--- config.mk ---
export PLATFORM = sky130hd
export DESIGN_NAME = pwc_timer
export DESIGN_NICKNAME = d
export VERILOG_FILES = /design/src/shared/pwc_pkg.sv /design/src/hdl/pwc_edge_detect.sv /design/src/hdl/pwc_irq_gate.sv /design/src/hdl/pwc_timer.sv
export SDC_FILE = /design/constraint.sdc
export NUM_CORES = 1
export LEC_CHECK = 0
export ABC_AREA = 1
export BUFFER_PORTS_ARGS = -buffer_cell sky130_fd_sc_hd__buf_4
export CORE_MARGIN = 2
export CORE_UTILIZATION = 40
export CTS_CLUSTER_SIZE = 12
export DETAILED_ROUTE_END_ITERATION = 12
export HOLD_SLACK_MARGIN = 0.06
export PLACE_DENSITY = 0.73
export SYNTH_ARGS = -nofsm -noshare
export SYNTH_HDL_FRONTEND = slang
export SYNTH_SLANG_ARGS = --single-unit
--- constraint.sdc ---
create_clock -name ref_clk -period 2.1 [get_ports ref_clk]
set_input_delay 0.105 -clock ref_clk [delete_from_list [all_inputs] [get_ports ref_clk]]
set_output_delay 0.105 -clock ref_clk [all_outputs]
set_load 0.1 [all_outputs]
--- src/shared/pwc_pkg.sv ---
// pulse width capture timer: shared constants, types and decode helpers
// assumes a single clock domain; this file holds no state or processes

package pwc_pkg;

  // ----------------------------------------------------------------
  // counter and field geometry
  // ----------------------------------------------------------------
  localparam int COUNT_WIDTH_DEF = 16;
  localparam int PRI_REG_WIDTH   = 8;
  localparam int PRI_LSB         = 0;
  localparam int PRI_MSB         = 3;
  localparam int SRC_CAP         = 0;
  localparam int SRC_OVF         = 1;
  localparam int SRC_COUNT       = 2;

  // ----------------------------------------------------------------
  // encodings and values after reset
  // ----------------------------------------------------------------
  localparam logic [1:0] EDGE_NONE = 2'h0;
  localparam logic [1:0] EDGE_RISE = 2'h1;
  localparam logic [1:0] EDGE_FALL = 2'h2;
  localparam logic [1:0] EDGE_BOTH = 2'h3;
  localparam logic [3:0] PRI_OFF   = 4'h0;
  localparam logic       RST_CLEAR_ON_CAP = 1'b0;
  localparam logic       RST_LOCAL_IE     = 1'b0;
  localparam logic [1:0] RST_EDGE_SEL     = EDGE_NONE;

  // module operating state
  typedef enum logic [1:0] {
    MODE_STOPPED,
    MODE_IDLE,
    MODE_RUN
  } pwc_mode_t;

  // ----------------------------------------------------------------
  // helpers
  // ----------------------------------------------------------------
  // edge decode against the selected polarity
  function automatic logic pwc_edge_hit(input logic [1:0] sel,
                                        input logic       prev,
                                        input logic       cur);
    pwc_edge_hit = ((sel == EDGE_RISE || sel == EDGE_BOTH) && !prev && cur) ||
                   ((sel == EDGE_FALL || sel == EDGE_BOTH) && prev && !cur);
  endfunction : pwc_edge_hit

  // priority level field of a priority register
  function automatic logic [3:0] pwc_level(input logic [PRI_REG_WIDTH-1:0] r);
    pwc_level = r[PRI_MSB:PRI_LSB];
  endfunction : pwc_level

endpackage : pwc_pkg

--- src/hdl/pwc_edge_detect.sv ---
// pulse width capture timer: edge detector for the capture pin
// assumes the pin is already synchronous to ref_clk

`timescale 1ns/1ps

module pwc_edge_detect
  import pwc_pkg::*;
(
  input  wire logic       ref_clk,
  input  wire logic       rst,
  input  wire logic       clk_en,
  input  wire logic       pin,
  input  wire logic [1:0] edge_sel,
  output logic            edge_pulse
);

  // ----------------------------------------------------------------
  // previous pin level
  // ----------------------------------------------------------------
  logic prev;
  logic primed;

  // primed blocks a false edge from the reset value of prev
  always_ff @(posedge ref_clk) begin
    if (rst) begin
      prev   <= 1'b0;
      primed <= 1'b0;
    end else if (clk_en) begin
      prev   <= pin;
      primed <= 1'b1;
    end
  end

  // one-cycle pulse in the cycle the pin differs from its last level
  assign edge_pulse = primed && pwc_edge_hit(edge_sel, prev, pin);

endmodule : pwc_edge_detect

--- src/hdl/pwc_irq_gate.sv ---
// pulse width capture timer: interrupt acceptance gate
// assumes request flags and enables are all steady flip-flop levels

`timescale 1ns/1ps

module pwc_irq_gate
  import pwc_pkg::*;
(
  input  wire logic [SRC_COUNT-1:0]     request_flag,
  input  wire logic [SRC_COUNT-1:0]     source_request_enable,
  input  wire logic [SRC_COUNT-1:0]     peripheral_enable,
  input  wire logic                     global_int_enable,
  input  wire logic [PRI_REG_WIDTH-1:0] cap_priority_reg,
  input  wire logic [PRI_REG_WIDTH-1:0] ovf_priority_reg,
  output logic                          deliver,
  output logic [3:0]                    level,
  output logic                          source
);

  // ----------------------------------------------------------------
  // per-source acceptance
  // ----------------------------------------------------------------
  wire [3:0] cap_lvl = pwc_level(cap_priority_reg);
  wire [3:0] ovf_lvl = pwc_level(ovf_priority_reg);

  // level zero keeps a source off, as a priority of none
  wire cap_ok = global_int_enable && request_flag[SRC_CAP] &&
                source_request_enable[SRC_CAP] && peripheral_enable[SRC_CAP] &&
                cap_lvl != PRI_OFF;
  wire ovf_ok = global_int_enable && request_flag[SRC_OVF] &&
                source_request_enable[SRC_OVF] && peripheral_enable[SRC_OVF] &&
                ovf_lvl != PRI_OFF;

  // capture wins a tie, since it carries the measured value
  wire pick_ovf = ovf_ok && (!cap_ok || ovf_lvl > cap_lvl);

  assign deliver = cap_ok || ovf_ok;
  assign level   = pick_ovf ? ovf_lvl : (cap_ok ? cap_lvl : PRI_OFF);
  assign source  = pick_ovf;

endmodule : pwc_irq_gate

--- src/hdl/pwc_timer.sv ---
// pulse width capture timer: free-running counter, capture hold,
// request flags, interrupt gate and module stop control
// assumes all inputs synchronous to ref_clk; configuration arrives as
// write strobes with their data on plain ports
//
// Functional notes
// - counter advances by one each enabled clock with no outside event
// - selected pin edge copies the running count into the hold register
// - each selected pin edge raises a capture request
// - each counter overflow raises a separate overflow request
// - capture and overflow requests are made and enabled independently
// - edge select offers rising, falling and both edges
// - optional clear of the counter on capture, restarting from zero
// - interrupt reaches processor only when all enabling conditions hold
// - maskable requests accepted only while the global bit is one
// - a peripheral request sets its request flag to one
// - priority level is bits three to zero of the priority register
// - request enable bits permit or block each source individually
// - timer has its own local enables for each request
// - the timer can be stopped on its own to save power
// - the timer leaves reset in the stopped state
// - while stopped, config writes are ignored and count and hold reads return zero

`timescale 1ns/1ps

module pwc_timer
  import pwc_pkg::*;
#(
  parameter int COUNT_WIDTH = COUNT_WIDTH_DEF
)(
  input  wire logic                     ref_clk,
  input  wire logic                     rst,
  input  wire logic                     clk_en,
  input  wire logic                     capture_pin,
  input  wire logic                     stop_wr,
  input  wire logic                     stop_value,
  input  wire logic                     cfg_wr,
  input  wire logic                     cfg_count_enable,
  input  wire logic [1:0]               cfg_edge_select,
  input  wire logic                     cfg_clear_on_capture,
  input  wire logic                     cfg_capture_ie,
  input  wire logic                     cfg_overflow_ie,
  input  wire logic [SRC_COUNT-1:0]     flag_clear,
  input  wire logic                     global_int_enable,
  input  wire logic [SRC_COUNT-1:0]     source_request_enable,
  input  wire logic [PRI_REG_WIDTH-1:0] capture_priority_reg,
  input  wire logic [PRI_REG_WIDTH-1:0] overflow_priority_reg,
  output logic                          module_stopped,
  output logic [COUNT_WIDTH-1:0]        running_count,
  output logic [COUNT_WIDTH-1:0]        capture_hold,
  output logic [SRC_COUNT-1:0]          request_flag,
  output logic                          irq_out,
  output logic [3:0]                    irq_level,
  output logic                          irq_source
);

  // ----------------------------------------------------------------
  // state and configuration storage
  // ----------------------------------------------------------------
  pwc_mode_t              mode;
  pwc_mode_t              next_mode;
  logic [COUNT_WIDTH-1:0] count_value;
  logic [COUNT_WIDTH-1:0] next_count;
  logic [COUNT_WIDTH-1:0] hold_value;
  logic [1:0]             edge_sel;
  logic                   clear_sel;
  logic                   cap_ie;
  logic                   ovf_ie;
  logic [SRC_COUNT-1:0]   next_flag;
  logic                   edge_pulse;
  logic                   gate_deliver;
  logic [3:0]             gate_level;
  logic                   gate_source;

  // ----------------------------------------------------------------
  // decode
  // ----------------------------------------------------------------
  wire stopped   = (mode == MODE_STOPPED);
  wire running   = (mode == MODE_RUN);
  wire next_stopped = (next_mode == MODE_STOPPED);
  wire cfg_take  = cfg_wr && !stopped;
  wire at_max    = (count_value == {COUNT_WIDTH{1'b1}});
  wire wrap_evt  = running && at_max;
  wire cap_event = edge_pulse && !stopped;
  wire cap_clear = cap_event && clear_sel;

  // local enables gate each request on its own
  wire [SRC_COUNT-1:0] flag_set = {wrap_evt && ovf_ie, cap_event && cap_ie};

  // ----------------------------------------------------------------
  // edge detection on the capture pin
  // ----------------------------------------------------------------
  pwc_edge_detect u_edge (
    .ref_clk    (ref_clk),
    .rst        (rst),
    .clk_en     (clk_en),
    .pin        (capture_pin),
    .edge_sel   (edge_sel),
    .edge_pulse (edge_pulse)
  );

  // ----------------------------------------------------------------
  // module state: stopped, idle, running
  // ----------------------------------------------------------------
  // a cancel and a config write together: config is lost, module goes to idle
  always_comb begin
    next_mode = mode;
    case (mode)
      MODE_STOPPED: begin
        if (stop_wr && !stop_value) begin
          next_mode = MODE_IDLE;
        end
      end
      MODE_IDLE, MODE_RUN: begin
        if (stop_wr && stop_value) begin
          next_mode = MODE_STOPPED;
        end else if (cfg_take) begin
          next_mode = cfg_count_enable ? MODE_RUN : MODE_IDLE;
        end
      end
      default: begin
        next_mode = MODE_STOPPED;
      end
    endcase
  end

  // stop is the state after reset
  always_ff @(posedge ref_clk) begin
    if (rst) begin
      mode <= MODE_STOPPED;
    end else if (clk_en) begin
      mode <= next_mode;
    end
  end

  // ----------------------------------------------------------------
  // configuration bits, locked while stopped
  // ----------------------------------------------------------------
  always_ff @(posedge ref_clk) begin
    if (rst) begin
      edge_sel  <= RST_EDGE_SEL;
      clear_sel <= RST_CLEAR_ON_CAP;
      cap_ie    <= RST_LOCAL_IE;
      ovf_ie    <= RST_LOCAL_IE;
    end else if (clk_en && cfg_take) begin
      edge_sel  <= cfg_edge_select;
      clear_sel <= cfg_clear_on_capture;
      cap_ie    <= cfg_capture_ie;
      ovf_ie    <= cfg_overflow_ie;
    end
  end

  // ----------------------------------------------------------------
  // running counter
  // ----------------------------------------------------------------
  // clear on capture beats increment; overflow wraps through zero
  assign next_count = cap_clear ? {COUNT_WIDTH{1'b0}} :
                      running   ? count_value + 1'b1 :
                                  count_value;

  always_ff @(posedge ref_clk) begin
    if (rst) begin
      count_value <= {COUNT_WIDTH{1'b0}};
    end else if (clk_en) begin
      count_value <= next_count;
    end
  end

  // ----------------------------------------------------------------
  // capture hold
  // ----------------------------------------------------------------
  // takes the pre-clear value, so clear and capture can share an edge
  always_ff @(posedge ref_clk) begin
    if (rst) begin
      hold_value <= {COUNT_WIDTH{1'b0}};
    end else if (clk_en && cap_event) begin
      hold_value <= count_value;
    end
  end

  // ----------------------------------------------------------------
  // request flags
  // ----------------------------------------------------------------
  // a set in the clearing cycle wins, so no event is dropped
  assign next_flag = (request_flag & ~flag_clear) | flag_set;

  always_ff @(posedge ref_clk) begin
    if (rst) begin
      request_flag <= {SRC_COUNT{1'b0}};
    end else if (clk_en) begin
      request_flag <= next_flag;
    end
  end

  // ----------------------------------------------------------------
  // interrupt gate
  // ----------------------------------------------------------------
  pwc_irq_gate u_gate (
    .request_flag          (request_flag),
    .source_request_enable (source_request_enable),
    .peripheral_enable     ({ovf_ie, cap_ie}),
    .global_int_enable     (global_int_enable),
    .cap_priority_reg      (capture_priority_reg),
    .ovf_priority_reg      (overflow_priority_reg),
    .deliver               (gate_deliver),
    .level                 (gate_level),
    .source                (gate_source)
  );

  // registered so the processor sees a clean level
  always_ff @(posedge ref_clk) begin
    if (rst) begin
      irq_out    <= 1'b0;
      irq_level  <= PRI_OFF;
      irq_source <= 1'b0;
    end else if (clk_en) begin
      irq_out    <= gate_deliver;
      irq_level  <= gate_level;
      irq_source <= gate_source;
    end
  end

  // ----------------------------------------------------------------
  // read views
  // ----------------------------------------------------------------
  // stopped module shows zero instead of its contents; keyed to the next
  // state so the views blank on the same edge that module_stopped rises
  always_ff @(posedge ref_clk) begin
    if (rst) begin
      module_stopped <= 1'b1;
      running_count  <= {COUNT_WIDTH{1'b0}};
      capture_hold   <= {COUNT_WIDTH{1'b0}};
    end else if (clk_en) begin
      module_stopped <= next_stopped;
      running_count  <= next_stopped ? {COUNT_WIDTH{1'b0}} : next_count;
      capture_hold   <= next_stopped ? {COUNT_WIDTH{1'b0}} :
                        (cap_event ? count_value : hold_value);
    end
  end
endmodule : pwc_timer

# Word level (Yosys, flattened, before mapping)
# Cells that the tools add are included.
# op_classes
reduce_logical,39
eq_ne,6
magnitude_cmp,1
add_sub_neg,1
n_mux,12
bitwise_logic,3
# ops
cell,count
$mux 16,5
$logic_and 1x1->1,24
$add 16x1->16 const B,1
$eq 16x16->1 const B,1
$mux 2,4
$mux 4,2
$reduce_bool 4->1,2
$eq 2x2->1 const B,3
$logic_not 1->1,5
$logic_or 1x1->1,5
$eq 2x1->1 const B,2
$gt 4x4->1,1
$logic_not 2->1,2
$pmux 2 s2,1
$and 2x2->2,1
$not 2->2,1
$or 2x2->2,1
$reduce_or 2->1,1
# word_totals
register_bits,82
elab_cells,78
out_inout_bits,41
inputBits,34

# Depth between registers and ports, before layout
# Gate-level depths: netlist of run 1.
# depth
word_depth,10
ltp_mapped,13
ltp_nobuf,13

# Modules after synthesis
# Synthesis of run 1 repeated with hierarchy kept, for this count alone.
# unflattened
hier_cells,558
area_unflattened_um2,3951.3
# modules_own_cells
module,instances,seq_area_each_um2,area_each_um2,cells_per_inst
pwc_timer,1,1601.5,3579.7,490
pwc_irq_gate,1,0.0,281.5,54
pwc_edge_detect,1,40.0,90.1,14

# Least setup slack after synthesis of run 1
# Ideal clock, no wire load.
# synth_path
kind,register to register
from,reg request_flag[0]
to,reg irq_level[3]
slack_ns,0.112
path_stages_with_launch,10
arrival_ns,1.854
period_less_slack_ns,1.988
required_time_ns,1.966
path_buffers,0
setup_ns,0.134
path_cell_list,dfxtp_1 -> nand3_1 -> nor2_1 -> nand2_1 -> inv_1 -> nand2_1 -> nand2_1 -> nand2_1 -> nand3_1 -> a21oi_1
# synth_via
elab_chain_cells,8
elab_cells_between_ends,9
classes_between,2 x mux; 7 x reduce/logical
# synth_lines
item,line_no,text
from (decl),pwc_timer.sv:51,"output logic [SRC_COUNT-1:0] request_flag,"
from (signal assigned),pwc_timer.sv:189,request_flag <= {SRC_COUNT{1'b0}};
from (signal assigned),pwc_timer.sv:191,request_flag <= next_flag;
$logic_and 1x1->1 * (2 in a row),pwc_irq_gate.sv:27,wire cap_ok = global_int_enable && request_flag[SRC_CAP] &&
$logic_and 1x1->1 * (2 in a row),pwc_irq_gate.sv:28,source_request_enable[SRC_CAP] && peripheral_enable[SRC_CAP] &&
$logic_not 1->1,pwc_irq_gate.sv:35,wire pick_ovf = ovf_ok && (!cap_ok || ovf_lvl > cap_lvl);
$logic_or 1x1->1,pwc_irq_gate.sv:35,
$logic_and 1x1->1,pwc_irq_gate.sv:35,
$mux 4 *,pwc_irq_gate.sv:38,assign level = pick_ovf ? ovf_lvl : (cap_ok ? cap_lvl : PRI_OFF);
to (signal assigned),pwc_timer.sv:218,irq_level <= gate_level;
to (decl),pwc_timer.sv:53,"output logic [3:0] irq_level,"
# Every way passes the cells marked *; elsewhere a longest branch is shown, timed or not.
# A chain may end at the register's enable or synchronous reset.

# Worst setup path after layout of run 1
# layout_path
from,reg mode[1]
to,reg capture_hold[5]
# layout_via
elab_chain_cells,8
elab_cells_between_ends,14
classes_between,2 x eq/ne; 6 x mux; 6 x reduce/logical
# layout_lines
item,line_no,text
from (decl),pwc_timer.sv:60,pwc_mode_t mode;
from (signal assigned),pwc_timer.sv:132,mode <= next_mode;
$logic_not 2->1,"pwc_timer.sv:78, pwc_timer.sv:108",
$logic_not 1->1,"pwc_timer.sv:81, pwc_timer.sv:84",
$logic_and 1x1->1,pwc_timer.sv:81,wire cfg_take = cfg_wr && !stopped;
$mux 2,pwc_timer.sv:117,end else if (cfg_take) begin
$mux 2,pwc_timer.sv:115,if (stop_wr && stop_value) begin
$pmux 2 s2,pwc_timer.sv:108,case (mode)
$logic_not 2->1,pwc_timer.sv:80,wire next_stopped = (next_mode == MODE_STOPPED);
$mux 16 *,pwc_timer.sv:236,capture_hold <= next_stopped ? {COUNT_WIDTH{1'b0}} :
to (signal assigned),pwc_timer.sv:232,capture_hold <= {COUNT_WIDTH{1'b0}};
to (signal assigned),pwc_timer.sv:236,
to (decl),pwc_timer.sv:50,"output logic [COUNT_WIDTH-1:0] capture_hold,"
# Marked as above.

==> flow_metrics.env, run 1 <==
export IMPL_syn_area_um2=3860
export IMPL_yosys_area_share_adder=0.0259
export IMPL_use_met3=0.0328
export IMPL_fmax_mhz=523
export IMPL_initial_core_util=0.416
export IMPL_drc_errors=0
export IMPL_yosysSeqAreaShare=0.425
export IMPL_rsz0062_at_grt="no"
export IMPL_design_area_um2=4770
export IMPL_htree_levels=3
export IMPL_use_met2=0.298
export IMPL_synth_edf_count=0
export IMPL_start_kind="flop"
export IMPL_fp_coreArea_um2=9280
export IMPL_synthXorXnorAreaFrac=0.0175
export IMPL_pre_cts_ws_ps=219
export IMPL_firstDrtPassIters=4
export IMPL_synth_distinct_cells=28
export IMPL_drt_iter0_markers=156
export IMPL_num_antenna_cells=0
export IMPL_path_delay_family="compound AO/OA/AOI/OAI gates"
export IMPL_synth_top_family_by_area="simple AND/OR/NAND/NOR gates"
export IMPL_synth_top_cell_area_share=0.425
export IMPL_synth_most_common_cell="nand2_1"
export IMPL_end_kind="flop"
export IMPL_synth_area_top_cells="dfxtp_1, nand2_1, a21oi_1"
export IMPL_crit_path_frequent_cell="nand2_1"
export IMPL_num_vias=3696
export IMPL_clockRootBuffer="clkbuf_8"
export IMPL_cts_setup_buffers=0
export IMPL_yosysTopAreaCell="dfxtp_1"
export IMPL_cts_hold_buf=8
export IMPL_netlist_instances=550
export IMPL_irDropWorstVdd_mv=0.417
export IMPL_critPathArrivalTime_ps=2190
export IMPL_max_stage_delay_ps=410
export IMPL_relSlewSlack=0.431
export IMPL_port_buffer_count=66
export IMPL_grtUsageTotal=0.189
export IMPL_die_height_um=102
export IMPL_leakage_nw=1.93
export IMPL_cp_slowest_cell="dfxtp_1"
export IMPL_dieArea_um2=10400
export IMPL_slew_violations=0
export IMPL_grt_start_max_net_pins=57
export IMPL_synth_compound_area_frac=0.183
export IMPL_synth_flop_cell="dfxtp_1"
export IMPL_worstSkewPairLatency_ps=350
export IMPL_min_period_ps=1910
export IMPL_critPathKind="flop to flop"
export IMPL_grt_util_met1=0.258
export IMPL_netlist_top_cells_count="nand2_1, dfxtp_1, a21oi_1"
export IMPL_finClkSkew_ps=8.21
export IMPL_syn_num_nets=592
export IMPL_cts_resized=0
export IMPL_finalCritPeriodShare=0.911
export IMPL_numCtsBuffers=9
export IMPL_status="completed"
export IMPL_yosysWarningCount=0
export IMPL_wl_mm=9.31
export IMPL_grt_pass1_wl_mm=15.9
export IMPL_postRouteAntennaNets=0
export IMPL_timing_final_ws_setup_ps=188
export IMPL_p_per_area_nw_per_um2=725
export IMPL_tns_ps=0
export IMPL_setup_viol=0
export IMPL_syn_area_per_cell_um2=7.02
export IMPL_top_usage_layer="met2"
export IMPL_antenna_found_initial=0
export IMPL_cts_path_max_buffers=2
export IMPL_wl_per_cell_um=12.5
export IMPL_chipWidth_um=102
export IMPL_tightest_slew_ps=853
export IMPL_cts_tree="yes"
export IMPL_required_ps=2380
export IMPL_drive_gt1_frac=0.177
export IMPL_clock_sinks=82
export IMPL_crit_path_cell_trace="inv_1 -> ha_1 -> a21boi_0 -> nand3_1 -> nand2_1 -> nand2_1 -> nand2_2 -> buf_12 -> o211ai_1 -> a21oi_1"
export IMPL_ys_ff_latch=82
export IMPL_rows=35
export IMPL_clk_pin_slew_ps=80
export IMPL_grt_pass1_vias=3542
export IMPL_area_growth_synth_to_final_pct=23.7
export IMPL_worstPathMaxFanout=33
export IMPL_synth_mux_area_frac=0
export IMPL_ios=75
export IMPL_hp_class="input pin to flop"
export IMPL_final_nets=654
export IMPL_max_cap_viol_count=0
export IMPL_hpwl_mm=6.49
export IMPL_finalHoldViolations=0
export IMPL_vias_per_cell=4.95
export IMPL_synthSimpleGateAreaFrac=0.263
export IMPL_overflow=0
export IMPL_async_reset_ff_frac=0
export IMPL_postPlaceCellArea_um2=4440
export IMPL_path_buf_inv=2
export IMPL_gp_congestion=0.883
final cells by class:
cell class / count / area, µm²
clock buffer: 11 / 151
clock inverter: 5 / 100
fill: 937 / 4510
inverter: 53 / 199
multi-input combinational: 386 / 1890
sequential: 82 / 1640
tap: 129 / 161
timing repair buffer: 80 / 633
metal layers:
metal | part of all wire | wire (µm)
met5 | 0 | 0
met2 | 0.45 | 4200
met3 | 0.053 | 497
met4 | 0.0095 | 88
met1 | 0.49 | 4530
placed cells by master, fill, tap and decap left out:
master,n
nand3_2,1
o21ai_0,35
buf_4,71
nand2_1,155
clkbuf_8,11
nor2_2,3
nand4_1,7
dlygate4sd3_1,8
nand3_1,34
nor2_4,4
bufinv_16,3
o21ai_1,10
dfxtp_1,82
a21oi_1,79
nor3_1,1
o21a_1,4
xor2_2,2
nand2_2,7
a21boi_0,1
clkinv_2,2
o211ai_1,5
inv_2,3
ha_1,8
inv_1,50
and2_1,1
a21oi_2,1
nor2_1,24
buf_12,1
xor2_1,4
state kept, by name, summed over array words and instances (netlist names), 2 cells and up:
name / count
capture_hold: 16
count_value: 16
hold_value: 16
running_count: 16
irq_level: 4
edge_sel: 2
mode: 2
request_flag: 2
power by group:
part           switching (mW)  leakage [nW]  total (mW)  internal (mW)
Combinational           0.325          1.14       0.456          0.131
Clock                   0.551         0.129        1.40          0.851
Sequential             0.0185         0.665        1.60           1.59
final timing paths:
check	startpoint	endpoint	slack [ps]	cells past startpoint
min reg2reg	clear_sel	clear_sel	450	2
min	capture_priority_reg[1]	irq_level[1]	160	5
max reg2reg	mode[1]	capture_hold[5]	190	10
max	mode[1]	capture_hold[5]	190	10
logic make-up (layout without fill, tap and decap cells):
| group | after synthesis | count (layout) |
|---|---|---|
| buffers and inverters | 82 | 149 |
| XOR/XNOR | 6 | 6 |
| AO/OA/AOI/OAI | 135 | 135 |
| flip-flops | 82 | 82 |
| AND/OR/NAND/NOR | 237 | 237 |
| adder cells (fa/ha/maj) | 8 | 8 |
tightest hold or removal path, cell delays in order:
cell and delay, ps:
buf_4 120, nand2_1 60, nand2_1 60, nand3_1 60, a21oi_1 60
stage by stage:
| step | util | total power, mW | std cells | hold slack [ps] |
|---|---|---|---|---|
| 3_5_place_dp | 0.478 | 2.08 | 722 | 394 |
| 4_1_cts | 0.514 | 3.49 | 746 | 137 |
| 6_report | 0.514 | 3.46 | 746 | 159 |
| 5_1_grt | 0.514 | 3.60 | 746 | 179 |
| 2_1_floorplan | - | 1.96 | 550 | 258 |
| 3_3_place_gp | 0.478 | 2.07 | 722 | 385 |
Power figures use the tool's default switching activity.
==> run 2, diff against run 1 <==
--- a/config.mk
+++ b/config.mk
@@ -7,12 +7,14 @@
 export LEC_CHECK = 0
 export ABC_AREA = 1
 export BUFFER_PORTS_ARGS = -buffer_cell sky130_fd_sc_hd__buf_4
+export CELL_PAD_IN_SITES_DETAIL_PLACEMENT = 0
+export CELL_PAD_IN_SITES_GLOBAL_PLACEMENT = 1
 export CORE_MARGIN = 2
-export CORE_UTILIZATION = 40
+export CORE_UTILIZATION = 39
 export CTS_CLUSTER_SIZE = 12
 export DETAILED_ROUTE_END_ITERATION = 12
 export HOLD_SLACK_MARGIN = 0.06
-export PLACE_DENSITY = 0.73
+export PLACE_DENSITY = 0.91
 export SYNTH_ARGS = -nofsm -noshare
 export SYNTH_HDL_FRONTEND = slang
 export SYNTH_SLANG_ARGS = --single-unit
==> flow_metrics.env, run 2 (synthesis gave the netlist of run 1 again) <==
export IMPL_start_kind="flop"
export IMPL_dieArea_um2=10700
export IMPL_reg2reg_from="mode[1]"
export IMPL_hp_class="input pin to flop"
export IMPL_wl_per_cell_um=12.5
export IMPL_initial_core_util=0.398
export IMPL_grt_pass1_vias=3396
export IMPL_die_height_um=103
export IMPL_fp_coreArea_um2=9680
export IMPL_finClkSkew_ps=8.58
export IMPL_cts_tree="yes"
export IMPL_min_period_ps=1930
export IMPL_final_nets=654
export IMPL_min_to="irq_level[3]"
export IMPL_fmax_mhz=519
export IMPL_port_buffer_count=66
export IMPL_numCtsBuffers=9
export IMPL_path_buf_inv=2
export IMPL_dp_cells=726
export IMPL_drc_errors=0
export IMPL_cts_path_max_buffers=2
export IMPL_firstDrtPassIters=4
export IMPL_ios=75
export IMPL_num_antenna_cells=0
export IMPL_reg2reg_to="capture_hold[15]"
export IMPL_chipWidth_um=103
export IMPL_num_vias=3661
export IMPL_area_growth_synth_to_final_pct=24.2
export IMPL_overflow=0
export IMPL_stdcell_count=750
export IMPL_gp_congestion=0.799
export IMPL_layout_commonest_cell="nand2_1"
export IMPL_htree_levels=3
export IMPL_r2r_cells=9
export IMPL_clock_sinks=82
export IMPL_worstPathMaxFanout=31
export IMPL_setup_viol=0
export IMPL_cts_setup_buffers=0
export IMPL_drt_iter0_markers=108
export IMPL_p_per_area_nw_per_um2=725
export IMPL_end_kind="flop"
export IMPL_hp_start="capture_priority_reg[3]"
export IMPL_grt_pass1_wl_mm=15.7
export IMPL_r2r_setup_slack_ps=170
export IMPL_status="completed"
export IMPL_layout_common_cells="nand2_1, dfxtp_1, a21oi_1"
export IMPL_cp_slowest_cell="dfxtp_1"
export IMPL_crit_path_cell_trace="inv_1 -> ha_1 -> nor2_1 -> and2_1 -> nand2_1 -> buf_12 -> o21ai_0 -> nand2_1 -> a21oi_1"
export IMPL_crit_path_frequent_cell="nand2_1"
export IMPL_postRouteAntennaNets=0
export IMPL_antenna_found_initial=0
export IMPL_hold_depth=5
export IMPL_finalHoldViolations=0
export IMPL_path_delay_family="simple AND/OR/NAND/NOR gates"
export IMPL_drive_gt1_frac=0.177
export IMPL_vias_per_cell=4.88
export IMPL_slew_violations=0
export IMPL_clockRootBuffer="clkbuf_8"
export IMPL_hpwl_mm=6.59
export IMPL_max_stage_delay_ps=430
export IMPL_rsz0062_at_grt="no"
export IMPL_required_ps=2380
export IMPL_tightest_slew_ps=840
export IMPL_grt_start_max_net_pins=52
export IMPL_rows=36
export IMPL_critPathArrivalTime_ps=2210
export IMPL_max_cap_viol_count=0
export IMPL_finalCritPeriodShare=0.918
export IMPL_wl_mm=9.40
export IMPL_irDropWorstVdd_mv=0.340
export IMPL_tns_ps=0
export IMPL_leakage_nw=1.94
export IMPL_grtUsageTotal=0.187
export IMPL_hold_slack_ps=131
export IMPL_worstSkewPairLatency_ps=350
export IMPL_clk_pin_slew_ps=80
export IMPL_critPathKind="flop to flop"
export IMPL_relSlewSlack=0.439
run 2: how the worst max path moves through the flow:
stage                         start                end  slack [ps]  cells past startpoint
global placement            mode[0]  running_count[14]         310                      9
global route                mode[1]  running_count[13]          40                     10
CTS                         mode[1]  running_count[13]         210                     10
floorplan           request_flag[0]       irq_level[3]         110                      9
detailed placement          mode[1]   capture_hold[13]         230                      9
finish                      mode[1]   capture_hold[15]         170                      9
run 2: routing by layer:
metal,global-route usage,vias up,share of wire
met5,0,-,0
met3,0.0343,16,0.054
met4,0.0739,0,0.020
met2,0.293,76,0.45
met1,0.257,1666,0.48
li1,-,1903,-
run 2: layout make-up:
class                   count  area, µm²
clock buffers              11        151
fillers                   997       4890
flip-flops and latches     82       1640
multi-input cells         386       1890
inverters                  53        199
repair buffers             80        646
clock inverters             5        100
well taps                 133        166
run 2: tightest hold or removal path, cell delays in order:
cell and delay [ps]:
buf_4 110, nand2_1 60, nand2_1 50, nand3_1 60, a21oi_1 60
run 2: power by group:
group	leakage, nW	switching, mW	internal (mW)
logic	1.14	0.325	0.132
registers	0.665	0.0188	1.59
clock network	0.129	0.561	0.851
total	1.94	0.905	2.57
run 2: what timing repair did:
item                                   CTS  global route
setup endpoints to repair                0             1
gates resized for setup                  0             1
hold buffers                             8             0
endpoints found under the hold margin    8             0
run 2: stage by stage:
stage,worst slack [ps],cell area [µm²],power [mW],util
2_1_floorplan,112,3860,1.96,-
5_1_grt,40.1,4790,3.61,0.495
3_3_place_gp,313,4460,2.08,0.460
4_1_cts,206,4790,3.51,0.495
3_5_place_dp,234,4460,2.09,0.460
6_report,173,4790,3.47,0.495
